--- config.mk ---
export PLATFORM = sky130hd
export DESIGN_NAME = dafh_port_format
export DESIGN_NICKNAME = d
export VERILOG_FILES = /design/src/dafh_pkg.sv /design/src/dafh_cs_gen.sv /design/src/dafh_port_format.sv
export VERILOG_INCLUDE_DIRS = /design/src
export SDC_FILE = /design/constraint.sdc
export NUM_CORES = 1
export LEC_CHECK = 0
export ABC_AREA = 0
export BUFFER_PORTS_ARGS = -buffer_cell sky130_fd_sc_hd__buf_4
export CORE_AREA = 5 5 180 182
export CTS_BUF_LIST = sky130_fd_sc_hd__clkbuf_4
export DETAILED_ROUTE_END_ITERATION = 10
export DIE_AREA = 0 0 185 187
export PLACE_DENSITY = 0.64
export SYNTH_ARGS = -nofsm -noshare
export SYNTH_HDL_FRONTEND = slang
export SYNTH_SLANG_ARGS = --single-unit
--- constraint.sdc ---
create_clock -name i_clock -period 7.12 [get_ports i_clock]
set_clock_uncertainty 0.2 [all_clocks]
set_input_delay 1.424 -clock i_clock [delete_from_list [all_inputs] [get_ports i_clock]]
set_output_delay 1.424 -clock i_clock [all_outputs]
set_load 0.01 [all_outputs]
--- src/dafh_defs.svh ---
/*
 digital audio port format handler: constants for offsets, field positions,
 reset values and timing counts. assumes a 10 mhz system clock.
*/
`ifndef DAFH_DEFS_SVH
`define DAFH_DEFS_SVH

// register byte offsets
`define DAFH_OFF_CTRL        8'h00
`define DAFH_OFF_RATE        8'h04
`define DAFH_OFF_STATUS      8'h08
`define DAFH_OFF_CS_LO       8'h0c
`define DAFH_OFF_CS_HI       8'h10

// control field positions
`define DAFH_CTRL_COAX_PRO   0
`define DAFH_CTRL_OPT_SPDIF  1
`define DAFH_CTRL_QUAD_SET   2
`define DAFH_CTRL_RESET      8'h00

// rate field codes
`define DAFH_RATE_RESET      3'h2

// channel status bits
`define DAFH_CS_PRO_BIT      0
`define DAFH_CS_AUDIO_BIT    1
`define DAFH_CS_EMPH_LSB     2

// detection timing
`define DAFH_DET_TIME_US     100
`define DAFH_CLK_MHZ         10
`define DAFH_DET_CYCLES      (`DAFH_DET_TIME_US * `DAFH_CLK_MHZ)

`endif

--- src/dafh_pkg.sv ---
/*
 digital audio port format handler: shared types.
 assumes dafh_defs.svh for numeric constants.
*/
package dafh_pkg;
    typedef enum logic [1:0] {
        DAFH_SPEED_SINGLE,
        DAFH_SPEED_DOUBLE,
        DAFH_SPEED_QUAD
    } dafh_speed_t;

    typedef enum logic {
        DAFH_OPT_LIGHTPIPE,
        DAFH_OPT_SPDIF
    } dafh_optfmt_t;

    typedef struct packed {
        logic        valid;
        logic [2:0]  slot;
        logic [23:0] data;
    } dafh_sample_t;

    typedef struct packed {
        logic        valid;
        logic        chan;
        logic [23:0] data;
        logic        cs_bit;
        logic        emphasis;
    } dafh_spdif_t;
endpackage : dafh_pkg

--- src/dafh_cs_gen.sv ---
/*
 channel status bit generator: walks a fresh 192 bit status block,
 one bit per frame, consumer or professional layout.
 assumes a one-cycle frame strobe from the owning transmitter.
*/
`timescale 1ns/1ns
`include "dafh_defs.svh"

module dafh_cs_gen #(
    parameter int BLOCK_LEN = 192
) (
    input  wire logic       i_clock,
    input  wire logic       i_rst_n,
    input  wire logic       i_frame,
    input  wire logic       i_pro,
    input  wire logic [2:0] i_rate,
    output logic            o_cs_bit,
    output logic            o_block_start
);
    typedef struct packed {
        logic [7:0] idx;
        logic       cs_bit;
        logic       start;
    } dafh_csg_state_t;

    dafh_csg_state_t st_reg;
    dafh_csg_state_t st_next;

    function automatic logic cs_value(input logic [7:0] idx, input logic pro, input logic [2:0] rate);
        logic v;
        v = 1'b0;
        if (idx == 8'h00) begin
            v = pro;
        end else if (pro && idx >= 8'h18 && idx <= 8'h1a) begin
            v = rate[idx[1:0]];
        end else if (!pro && idx >= 8'h18 && idx <= 8'h1a) begin
            v = rate[idx[1:0]];
        end
        return v;
    endfunction : cs_value

    always_comb begin
        st_next = st_reg;
        st_next.start = 1'b0;
        if (i_frame) begin
            st_next.cs_bit = cs_value(st_reg.idx, i_pro, i_rate);
            st_next.start  = (st_reg.idx == 8'h00);
            if (st_reg.idx == 8'(BLOCK_LEN - 1)) begin
                st_next.idx = 8'h00;
            end else begin
                st_next.idx = st_reg.idx + 8'h01;
            end
        end
    end

    always_ff @(posedge i_clock or negedge i_rst_n) begin
        if (!i_rst_n) begin
            st_reg <= '0;
        end else begin
            st_reg <= st_next;
        end
    end

    assign o_cs_bit      = st_reg.cs_bit;
    assign o_block_start = st_reg.start;
endmodule : dafh_cs_gen

--- src/dafh_port_format.sv ---
/*
 digital audio port format handler: format rules for the aes, coaxial
 and optical ports, register port, optical format detection, speed-mode
 slot mapping and fresh outgoing channel status.
 assumes decoded receiver frames on the same clock, one frame strobe shared
 by all transmit sides, and a one-cycle register strobe master.
*/
`timescale 1ns/1ns
`include "dafh_defs.svh"

module dafh_port_format #(
    parameter int DET_CYCLES = `DAFH_DET_CYCLES
) (
    input  wire logic                 i_clock,
    input  wire logic                 i_rst_n,
    // register port
    input  wire logic [7:0]           i_addr,
    input  wire logic [31:0]          i_wdata,
    input  wire logic                 i_wr,
    input  wire logic                 i_rd,
    output logic      [31:0]          o_rdata,
    // receivers
    input  wire dafh_pkg::dafh_spdif_t i_aes_rx,
    input  wire dafh_pkg::dafh_spdif_t i_coax_rx,
    input  wire dafh_pkg::dafh_spdif_t i_opt_spdif_rx,
    input  wire dafh_pkg::dafh_sample_t i_opt_lp_rx,
    input  wire logic                 i_opt_spdif_seen,
    input  wire logic                 i_opt_lp_seen,
    input  wire logic                 i_opt_ds_id,
    input  wire logic                 i_opt_lp_pin,
    // host side
    output dafh_pkg::dafh_sample_t    o_host_aes,
    output dafh_pkg::dafh_sample_t    o_host_coax,
    output dafh_pkg::dafh_sample_t    o_host_opt,
    output dafh_pkg::dafh_speed_t     o_speed,
    // transmitters
    input  wire dafh_pkg::dafh_sample_t i_host_tx_opt,
    input  wire dafh_pkg::dafh_sample_t i_host_tx_aes,
    input  wire dafh_pkg::dafh_sample_t i_host_tx_coax,
    input  wire logic                 i_tx_frame,
    output dafh_pkg::dafh_spdif_t     o_aes_tx,
    output dafh_pkg::dafh_spdif_t     o_coax_tx,
    output dafh_pkg::dafh_spdif_t     o_opt_spdif_tx,
    output dafh_pkg::dafh_sample_t    o_opt_lp_tx,
    output logic                      o_coax_hi_level,
    output logic                      o_opt_is_spdif_tx
);
    localparam int DET_W = $clog2(DET_CYCLES + 1);

    typedef struct packed {
        logic [7:0]              ctrl;
        logic [2:0]              rate;
        logic [31:0]             rdata;
        logic [1:0]              pin_sync;
        dafh_pkg::dafh_optfmt_t  opt_fmt;
        logic [DET_W-1:0]        det_cnt;
        logic                    ds_seen;
        dafh_pkg::dafh_speed_t   speed;
        logic [2:0]              tx_sub;
        dafh_pkg::dafh_sample_t  host_aes;
        dafh_pkg::dafh_sample_t  host_coax;
        dafh_pkg::dafh_sample_t  host_opt;
        dafh_pkg::dafh_spdif_t   aes_tx;
        dafh_pkg::dafh_spdif_t   coax_tx;
        dafh_pkg::dafh_spdif_t   opt_tx;
        dafh_pkg::dafh_sample_t  lp_tx;
        logic                    hi_level;
    } dafh_state_t;

    dafh_state_t st_reg;
    dafh_state_t st_next;

    logic cs_pro_bit;
    logic cs_con_bit;

    // speed code to number of logical channels minus one
    function automatic logic [2:0] chan_limit(input dafh_pkg::dafh_speed_t sp);
        logic [2:0] v;
        unique case (sp)
            dafh_pkg::DAFH_SPEED_SINGLE: v = 3'h7;
            dafh_pkg::DAFH_SPEED_DOUBLE: v = 3'h3;
            dafh_pkg::DAFH_SPEED_QUAD:   v = 3'h1;
            default:                     v = 3'h7;
        endcase
        return v;
    endfunction : chan_limit

    // physical slot to logical channel: consecutive slots per channel
    function automatic logic [2:0] slot_to_chan(input logic [2:0] slot, input dafh_pkg::dafh_speed_t sp);
        logic [2:0] v;
        unique case (sp)
            dafh_pkg::DAFH_SPEED_SINGLE: v = slot;
            dafh_pkg::DAFH_SPEED_DOUBLE: v = {1'b0, slot[2:1]};
            dafh_pkg::DAFH_SPEED_QUAD:   v = {2'b00, slot[2]};
            default:                     v = slot;
        endcase
        return v;
    endfunction : slot_to_chan

    function automatic dafh_pkg::dafh_sample_t strip_rx(input dafh_pkg::dafh_spdif_t rx);
        dafh_pkg::dafh_sample_t s;
        s.valid = rx.valid;
        s.slot  = {2'b00, rx.chan};
        s.data  = rx.data;
        return s;
    endfunction : strip_rx

    dafh_cs_gen #(
        .BLOCK_LEN (192)
    ) u_cs_pro (
        .i_clock       (i_clock),
        .i_rst_n       (i_rst_n),
        .i_frame       (i_tx_frame),
        .i_pro         (st_reg.ctrl[`DAFH_CTRL_COAX_PRO]),
        .i_rate        (st_reg.rate),
        .o_cs_bit      (cs_pro_bit),
        .o_block_start ()
    );

    dafh_cs_gen #(
        .BLOCK_LEN (192)
    ) u_cs_con (
        .i_clock       (i_clock),
        .i_rst_n       (i_rst_n),
        .i_frame       (i_tx_frame),
        .i_pro         (1'b0),
        .i_rate        (st_reg.rate),
        .o_cs_bit      (cs_con_bit),
        .o_block_start ()
    );

    always_comb begin
        st_next = st_reg;
        st_next.pin_sync = {st_reg.pin_sync[0], i_opt_lp_pin};

        // register port
        if (i_wr) begin
            unique case (i_addr)
                `DAFH_OFF_CTRL: st_next.ctrl = i_wdata[7:0];
                `DAFH_OFF_RATE: st_next.rate = i_wdata[2:0];
                default: ;
            endcase
        end
        st_next.rdata = '0;
        if (i_rd) begin
            unique case (i_addr)
                `DAFH_OFF_CTRL:   st_next.rdata = {24'h000000, st_reg.ctrl};
                `DAFH_OFF_RATE:   st_next.rdata = {29'h0, st_reg.rate};
                `DAFH_OFF_STATUS: st_next.rdata = {27'h0, st_reg.pin_sync[1], st_reg.ds_seen,
                                                   st_reg.speed, st_reg.opt_fmt};
                default:          st_next.rdata = '0;
            endcase
        end

        // optical format detection, spdif wins on its own
        if (i_opt_spdif_seen) begin
            st_next.opt_fmt = dafh_pkg::DAFH_OPT_SPDIF;
            st_next.det_cnt = '0;
        end else if (i_opt_lp_seen) begin
            if (st_reg.det_cnt == DET_W'(DET_CYCLES)) begin
                st_next.opt_fmt = dafh_pkg::DAFH_OPT_LIGHTPIPE;
            end else begin
                st_next.det_cnt = st_reg.det_cnt + DET_W'(1);
            end
        end else begin
            // lightpipe presence must be unbroken
            st_next.det_cnt = '0;
        end
        st_next.ds_seen = i_opt_ds_id && st_reg.opt_fmt == dafh_pkg::DAFH_OPT_LIGHTPIPE;

        // speed mode from id, rate setting, or explicit quad
        if (st_reg.ctrl[`DAFH_CTRL_QUAD_SET] || st_reg.rate[2]) begin
            st_next.speed = dafh_pkg::DAFH_SPEED_QUAD;
        end else if (st_reg.ds_seen || st_reg.rate[1]) begin
            st_next.speed = dafh_pkg::DAFH_SPEED_DOUBLE;
        end else begin
            st_next.speed = dafh_pkg::DAFH_SPEED_SINGLE;
        end

        // independent inputs, status and emphasis stripped
        st_next.host_aes  = strip_rx(i_aes_rx);
        st_next.host_coax = strip_rx(i_coax_rx);

        // optical receive mapping
        st_next.host_opt.valid = 1'b0;
        if (st_reg.opt_fmt == dafh_pkg::DAFH_OPT_SPDIF) begin
            st_next.host_opt = strip_rx(i_opt_spdif_rx);
        end else if (i_opt_lp_rx.valid) begin
            st_next.host_opt.valid = slot_to_chan(i_opt_lp_rx.slot, st_reg.speed)
                                     <= chan_limit(st_reg.speed);
            st_next.host_opt.slot  = slot_to_chan(i_opt_lp_rx.slot, st_reg.speed);
            st_next.host_opt.data  = i_opt_lp_rx.data;
        end

        // transmit sides, fresh status on every spdif output
        st_next.aes_tx.valid    = i_host_tx_aes.valid;
        st_next.aes_tx.chan     = i_host_tx_aes.slot[0];
        st_next.aes_tx.data     = i_host_tx_aes.data;
        st_next.aes_tx.cs_bit   = cs_pro_bit;
        st_next.aes_tx.emphasis = 1'b0;

        st_next.coax_tx.valid    = i_host_tx_coax.valid;
        st_next.coax_tx.chan     = i_host_tx_coax.slot[0];
        st_next.coax_tx.data     = i_host_tx_coax.data;
        st_next.coax_tx.cs_bit   = cs_pro_bit;
        st_next.coax_tx.emphasis = 1'b0;
        st_next.hi_level = st_reg.ctrl[`DAFH_CTRL_COAX_PRO];

        st_next.opt_tx.valid = 1'b0;
        st_next.lp_tx.valid  = 1'b0;
        if (st_reg.ctrl[`DAFH_CTRL_OPT_SPDIF]) begin
            st_next.opt_tx.valid    = i_host_tx_opt.valid && i_host_tx_opt.slot <= 3'h1;
            st_next.opt_tx.chan     = i_host_tx_opt.slot[0];
            st_next.opt_tx.data     = i_host_tx_opt.data;
            st_next.opt_tx.cs_bit   = cs_con_bit;
            st_next.opt_tx.emphasis = 1'b0;
        end else if (i_host_tx_opt.valid && i_host_tx_opt.slot <= chan_limit(st_reg.speed)) begin
            st_next.lp_tx.valid = 1'b1;
            st_next.lp_tx.data  = i_host_tx_opt.data;
            // logical channel c with sample k goes to slot c*n+k
            unique case (st_reg.speed)
                dafh_pkg::DAFH_SPEED_SINGLE: st_next.lp_tx.slot = i_host_tx_opt.slot;
                dafh_pkg::DAFH_SPEED_DOUBLE: st_next.lp_tx.slot = {i_host_tx_opt.slot[1:0], st_reg.tx_sub[0]};
                dafh_pkg::DAFH_SPEED_QUAD:   st_next.lp_tx.slot = {i_host_tx_opt.slot[0], st_reg.tx_sub[1:0]};
                default:                     st_next.lp_tx.slot = i_host_tx_opt.slot;
            endcase
        end
        if (i_tx_frame) begin
            st_next.tx_sub = st_reg.tx_sub + 3'h1;
        end
    end

    always_ff @(posedge i_clock or negedge i_rst_n) begin
        if (!i_rst_n) begin
            st_reg      <= '0;
            st_reg.ctrl <= `DAFH_CTRL_RESET;
            st_reg.rate <= `DAFH_RATE_RESET;
        end else begin
            st_reg <= st_next;
        end
    end

    assign o_rdata           = st_reg.rdata;
    assign o_host_aes        = st_reg.host_aes;
    assign o_host_coax       = st_reg.host_coax;
    assign o_host_opt        = st_reg.host_opt;
    assign o_speed           = st_reg.speed;
    assign o_aes_tx          = st_reg.aes_tx;
    assign o_coax_tx         = st_reg.coax_tx;
    assign o_opt_spdif_tx    = st_reg.opt_tx;
    assign o_opt_lp_tx       = st_reg.lp_tx;
    assign o_coax_hi_level   = st_reg.hi_level;
    assign o_opt_is_spdif_tx = st_reg.ctrl[`DAFH_CTRL_OPT_SPDIF];
endmodule : dafh_port_format

==> results.toml, run 1 <==
[route]
drc = 0
via_count = 6526
drt-pass1-iter-count = 4
wl_per_cell_um = 17.7
drt_iter0_markers = 214
avgViaCountPerCell = 4.23
drtAntennaViolNets = 0
wl_mm = 27.2

[worst_setup_path]
path_cells = "inv_1, ha_1, inv_1, ha_1, and3_1, o21ai_2, buf_4, mux2_2"
r2r_start = "o_speed[0]"
critPathArrivalTime_ns = 3.59
end_kind = "flip-flop"
critPathLaunchType = "flip-flop"
r2r_slack_ns = 3.82
max_stage_delay_ns = 0.50
critPathKind = "flip-flop to flip-flop"
critical_path_required_ns = 7.41
reg2reg_to = "o_opt_lp_tx[8]"
crit_fanout = 21
crit_slowest_cell = "ha_1"
startpoint = "o_speed[0]"
r2r_cells = 8

[timing]
slew-limit-headroom_pct = 42.5
finalHoldViolCount = 0
hold_slack_ns = 0.148
min_period_ns = 3.30
period_share_pct = 46.4
grt_setup_unrepaired = "false"
fmax_mhz = 303
worstMarginPinSlew_ns = 0.863
timing.final.setup_violations = 0
drv_slew = 0
setup_tns_ns = 0

[yosys]
ys.flop_type = "dfrtp_1"
synthCells = 838
synth.distinct_cells = 46
synth_top_family_by_area = "buffers and inverters"
synth_edf_count = 0
synth_warnings = 0
synth-async-reset-ratio_pct = 100
synth_mux_area_share_pct = 9.71
seq_area_frac_synth_pct = 58.8
synth_fa_ha_area_share_pct = 1.57
synth_xor_area_share_pct = 1.35
syn_area_um2 = 10400
yosys.area_share.simple_pct = 6.23
synth.avg_cell_area_um2 = 12.4
synth_seq_cells = 244
synth-compound-area-share_pct = 4.08

[cts]
numCtsBuffers = 70
ctsResizeCount = 0
clock_sinks = 244
cts_root_buf = "clkbuf_4"
cts_tree = "yes"
cts_hold_buf = 0
clkLatencyLatePin_ns = 0.63
clockBufferDepth = 3
htree_num_levels = 3
cts_setup_buffers = 0
clk_pin_slew_ns = 0.07

[placement]
place.gp.congestion = 0.753
portBuffers = 411
hpwl_mm = 20.5

[floorplan]
ioPinCount = 477
die-area_um2 = 34600
die_width_um = 185
placementRows = 64
initial_utilization_pct = 34.1
core_um2 = 30400
fp.dieH_um = 187

[finish]
mostFrequentLayoutCells = "buf_4 (413), dfrtp_1 (243), clkbuf_4 (99)"
drive_above_1_share_pct = 51.8
syn2layout_area_growth_pct = 27.1
final_nets = 1359
mostFrequentLayoutCell = "buf_4"

[outcome]
status = "complete, no violations"

[grt]
grt_pass1_vias = 7006
grt_usage_pct = 15.1
grt_start_max_net_pins = 137
grt_pass1_wl_mm = 40.7
grt_overflow = 0
antenna_found_initial = 2

[worst_hold_path]
hold_depth = 0
hold_start = "st_next[215]"
min_to = "st_reg[215]"
hold_class = "flip-flop to flip-flop"

[pwr]
leakage_nw = 6.68
vdd_drop_max_uv = 139
power.density_nw_per_um2 = 275

[flow_run]
cap_viol_max_count = 0
==> Yosys cell counts (2+ instances only) <==
master	count	area, um^2
nor3_1	7	35.0
xnor2_1	9	78.8
nand2b_1	6	37.5
nand2_1	49	184
a21o_1	3	22.5
o21ai_0	40	200
ha_1	13	163
mux2i_1	31	310
nor4bb_1	3	30.0
and4_1	2	17.5
clkbuf_1	17	63.8
xor2_1	7	61.3
dfrtp_1	243	6080
buf_4	234	1760
nand3_1	7	35.0
nor2_1	29	109
and3_1	7	43.8
a221o_1	2	20.0
o2bb2ai_1	3	26.3
and4_2	3	30.0
a21oi_1	15	75.1
buf_2	3	15.0
nand4_1	5	31.3
inv_1	15	56.3
nor2b_1	3	18.8
mux2_2	62	698
==> power breakdown <==
part / internal [mW] / switching (mW) / total [mW]
combinational: 0.348 / 0.291 / 0.639
clock: 0.748 / 0.581 / 1.33
sequential: 1.55 / 0.110 / 1.66
==> cell type report <==
cell class | count | area, um^2
diodes | 1 | 2.50
clock buffers | 99 | 743
clock inverters | 18 | 159
fillers | 2890 | 17200
inverters | 15 | 56.3
multi-input cells | 355 | 2500
flip-flops and latches | 244 | 6110
well taps | 396 | 495
repair buffers | 415 | 3140
==> worst max-delay path: cells and delay by family (launching register included) <==
kind	cells	cell delay, ns
compound gates	1	0.50
fa+ha+maj	2	0.82
buf+inv	3	0.65
flops	1	0.42
mux	1	0.36
simple gates	1	0.19
==> worst max-delay path by stage <==
| stage | slack [ns] | end | cells past startpoint |
|---|---|---|---|
| finish | 3.82 | o_opt_lp_tx[8] | 8 |
| floorplan | 4.06 | o_opt_lp_tx[21] | 5 |
| CTS | 3.72 | o_opt_lp_tx[8] | 8 |
| global route | 3.63 | o_opt_lp_tx[8] | 8 |
| global placement | 3.46 | o_opt_lp_tx[13] | 6 |
| detailed placement | 3.47 | o_opt_lp_tx[20] | 6 |
==> metrics by stage <==
step	setup WS [ns]	cell area (um^2)	std cells	utilization, %	power (mW)
2_1_floorplan	4.06	10500	868	-	2.11
3_3_place_gp	3.46	12300	1425	40.4	2.31
3_5_place_dp	3.47	12300	1425	40.4	2.33
4_1_cts	3.72	13200	1542	43.4	3.71
5_1_grt	3.63	13200	1543	43.4	3.85
6_report	3.82	13200	1543	43.4	3.63
==> metal layers <==
metal / up-vias / global-route usage, % / wire, um
met4: 2 / 5.84 / 749
met1: 3133 / 16.4 / 9790
met2: 267 / 26.6 / 14200
met5: - / 0 / 20
met3: 54 / 5.62 / 2460
li1: 3070 / - / -
==> cell families (layout without fill, tap and decap cells) <==
group / count (synthesis) / in the layout
AOI/OAI and AO/OA: 73 / 73
xor gates and xnor gates: 16 / 16
adders and majority gates: 13 / 13
and+or+nand+nor: 129 / 129
DFF: 244 / 244
buffers and inverters: 269 / 547
other: 1 / 32
muxes: 93 / 93
Power figures use the tool's default switching activity.
==> run 2, diff against run 1 <==
--- a/config.mk
+++ b/config.mk
@@ -8,10 +8,10 @@
 export LEC_CHECK = 0
 export ABC_AREA = 0
 export BUFFER_PORTS_ARGS = -buffer_cell sky130_fd_sc_hd__buf_4
-export CORE_AREA = 5 5 180 182
+export CORE_AREA = 5 5 185 187
 export CTS_BUF_LIST = sky130_fd_sc_hd__clkbuf_4
 export DETAILED_ROUTE_END_ITERATION = 10
-export DIE_AREA = 0 0 185 187
+export DIE_AREA = 0 0 190 192
 export PLACE_DENSITY = 0.64
 export SYNTH_ARGS = -nofsm -noshare
 export SYNTH_HDL_FRONTEND = slang
==> constraint.sdc (replaced) <==
create_clock -name i_clock -period 3 [get_ports i_clock]
set_clock_uncertainty 0.2 [all_clocks]
set_input_delay 0.6 -clock i_clock [delete_from_list [all_inputs] [get_ports i_clock]]
set_output_delay 0.6 -clock i_clock [all_outputs]
set_load 0.01 [all_outputs]
==> run 2 against run 1 <==
- wire length increased by 14%
- critical path depth unchanged
- core utilization increased by 3.9 points
- worst hold slack got worse by 0.029 ns
==> results.toml, run 2 (synthesized netlist as in run 1, its figures left out) <==
[grt]
grt_usage_pct = 16.4
grt_start_max_net_pins = 98
grt_pass1_wl_mm = 46.4
grt_pass1_vias = 8100
antenna_found_initial = 3
grt_overflow = 0

[floorplan]
core_um2 = 32300
placementRows = 66
initial_utilization_pct = 32.2
die-area_um2 = 36500
ioPinCount = 477
die_width_um = 190
fp.dieH_um = 192

[worst_hold_path]
hold_class = "input port to flip-flop"
min_to = "o_rdata[5]"
hold_depth = 3
hold_start = "i_addr[6]"

[worst_setup_path]
critical_path_required_ns = 3.38
critPathArrivalTime_ns = 2.98
crit_slowest_cell = "dfrtp_1"
critPathLaunchType = "flip-flop"
r2r_cells = 8
end_kind = "flip-flop"
reg2reg_to = "o_opt_lp_tx[15]"
r2r_slack_ns = 0.40
max_stage_delay_ns = 0.42
path_cells = "inv_1, ha_1, inv_1, ha_1, and3_1, o21ai_2, buf_4, mux2_2"
critPathKind = "flip-flop to flip-flop"
crit_fanout = 25
r2r_start = "o_speed[0]"

[route]
avgViaCountPerCell = 4.16
drt-pass1-iter-count = 4
drtAntennaViolNets = 0
wl_per_cell_um = 17.2
drt_iter0_markers = 245
wl_mm = 31.0
via_count = 7476
drc = 0

[cts]
clkLatencyLatePin_ns = 0.70
clk_pin_slew_ns = 0.06
clock_sinks = 244
cts_root_buf = "clkbuf_4"
htree_num_levels = 3
cts_hold_buf = 200
clockBufferDepth = 3
ctsResizeCount = 0
cts_tree = "yes"
numCtsBuffers = 71
cts_setup_buffers = 0

[flow_run]
cap_viol_max_count = 0

[pwr]
power_mw = 8.76
swShare_pct = 28.3
p_seq_share_pct = 45.0
leakage_nw = 7.51
switchingPower_mw = 2.48
intPower_mw = 6.28
vdd_drop_max_uv = 377
power.density_nw_per_um2 = 574
power_frac_comb_pct = 20.1
p_clk_share_pct = 34.9

[timing]
hold_slack_ns = 0.119
timing.final.setup_violations = 0
min_period_ns = 2.60
fmax_mhz = 385
drv_slew = 0
setup_tns_ns = 0
grt_setup_unrepaired = "false"
slew-limit-headroom_pct = 61.7
finalHoldViolCount = 0
period_share_pct = 86.7
worstMarginPinSlew_ns = 0.574

[finish]
final_nets = 1565
syn2layout_area_growth_pct = 47.0
mostFrequentLayoutCell = "buf_4"
drive_above_1_share_pct = 44.0
mostFrequentLayoutCells = "buf_4 (417), dfrtp_1 (243), dlygate4sd3_1 (200)"

[outcome]
status = "complete, no violations"

[placement]
place.gp.congestion = 0.768
portBuffers = 411
hpwl_mm = 20.9
-- run 2: cell types whose count changed in the layout (fill, tap and decap cells not counted), moves of 2 or more --
cell | previous run | this run
clkinv_2 | 2 | 4
clkbuf_4 | 99 | 92
clkinv_1 | 10 | 14
clkinvlp_4 | 0 | 2
inv_2 | 1 | 3
buf_4 | 413 | 417
dlygate4sd3_1 | 0 | 200
diode_2 | 1 | 4
clkinv_4 | 2 | 0
-- run 2: worst max-delay path by stage --
| stage | start | to | cells after the start |
|---|---|---|---|
| 6_report | o_speed[0] | o_opt_lp_tx[15] | 8 |
| 5_1_grt | o_speed[0] | o_opt_lp_tx[14] | 8 |
| 4_1_cts | o_speed[0] | o_opt_lp_tx[14] | 8 |
| 3_5_place_dp | o_speed[0] | o_opt_lp_tx[14] | 8 |
| 3_3_place_gp | o_speed[0] | o_opt_lp_tx[15] | 8 |
| 2_1_floorplan | o_speed[0] | o_opt_lp_tx[21] | 9 |
-- run 2: final cells by class --
| type | count | area [um^2] |
|---|---|---|
| flip-flops and latches | 244 | 6110 |
| repair buffers | 620 | 5190 |
| inverters | 15 | 56.3 |
| well taps | 442 | 553 |
| diodes | 4 | 10.0 |
| multi-input cells | 355 | 2500 |
| fillers | 2889 | 17000 |
| clock buffers | 92 | 691 |
| clock inverters | 25 | 159 |
-- run 2: metrics by stage --
| step | setup slack [ns] | util, % | area [um^2] | std cells |
|---|---|---|---|---|
| detailed placement | 0.400 | 38.4 | 12400 | 1476 |
| floorplan | 0.315 | - | 10500 | 868 |
| CTS | 0.370 | 47.2 | 15300 | 1793 |
| global placement | 0.444 | 38.4 | 12400 | 1476 |
| global route | 0.289 | 47.3 | 15300 | 1794 |
| finish | 0.400 | 47.3 | 15300 | 1797 |
-- run 2: metal layers --
metal  global-route usage, %  share of wire (%)
met1                    18.5                 38
met3                    5.89                7.0
met4                    7.29                3.2
met5                       0               0.11
met2                    28.0                 51
-- run 2: critical path: cells and delay by family, from the launching register on --
kind / cells / cell delay (ns)
muxes: 1 / 0.38
and+or+nand+nor: 1 / 0.20
DFF: 1 / 0.42
adders and majority gates: 2 / 0.58
buffers and inverters: 3 / 0.55
AOI/OAI and AO/OA: 1 / 0.14
-- run 2: power by group through the flow --
stage                     registers (mW)  clock network [mW]  logic [mW]
final                               3.94                3.06        1.76
after global routing                3.99                3.40        1.91
after CTS                           3.94                3.18        1.77
after detailed placement            3.99                   0        1.55
after global placement              3.98                   0        1.52
after floorplan                     3.91                   0        1.09
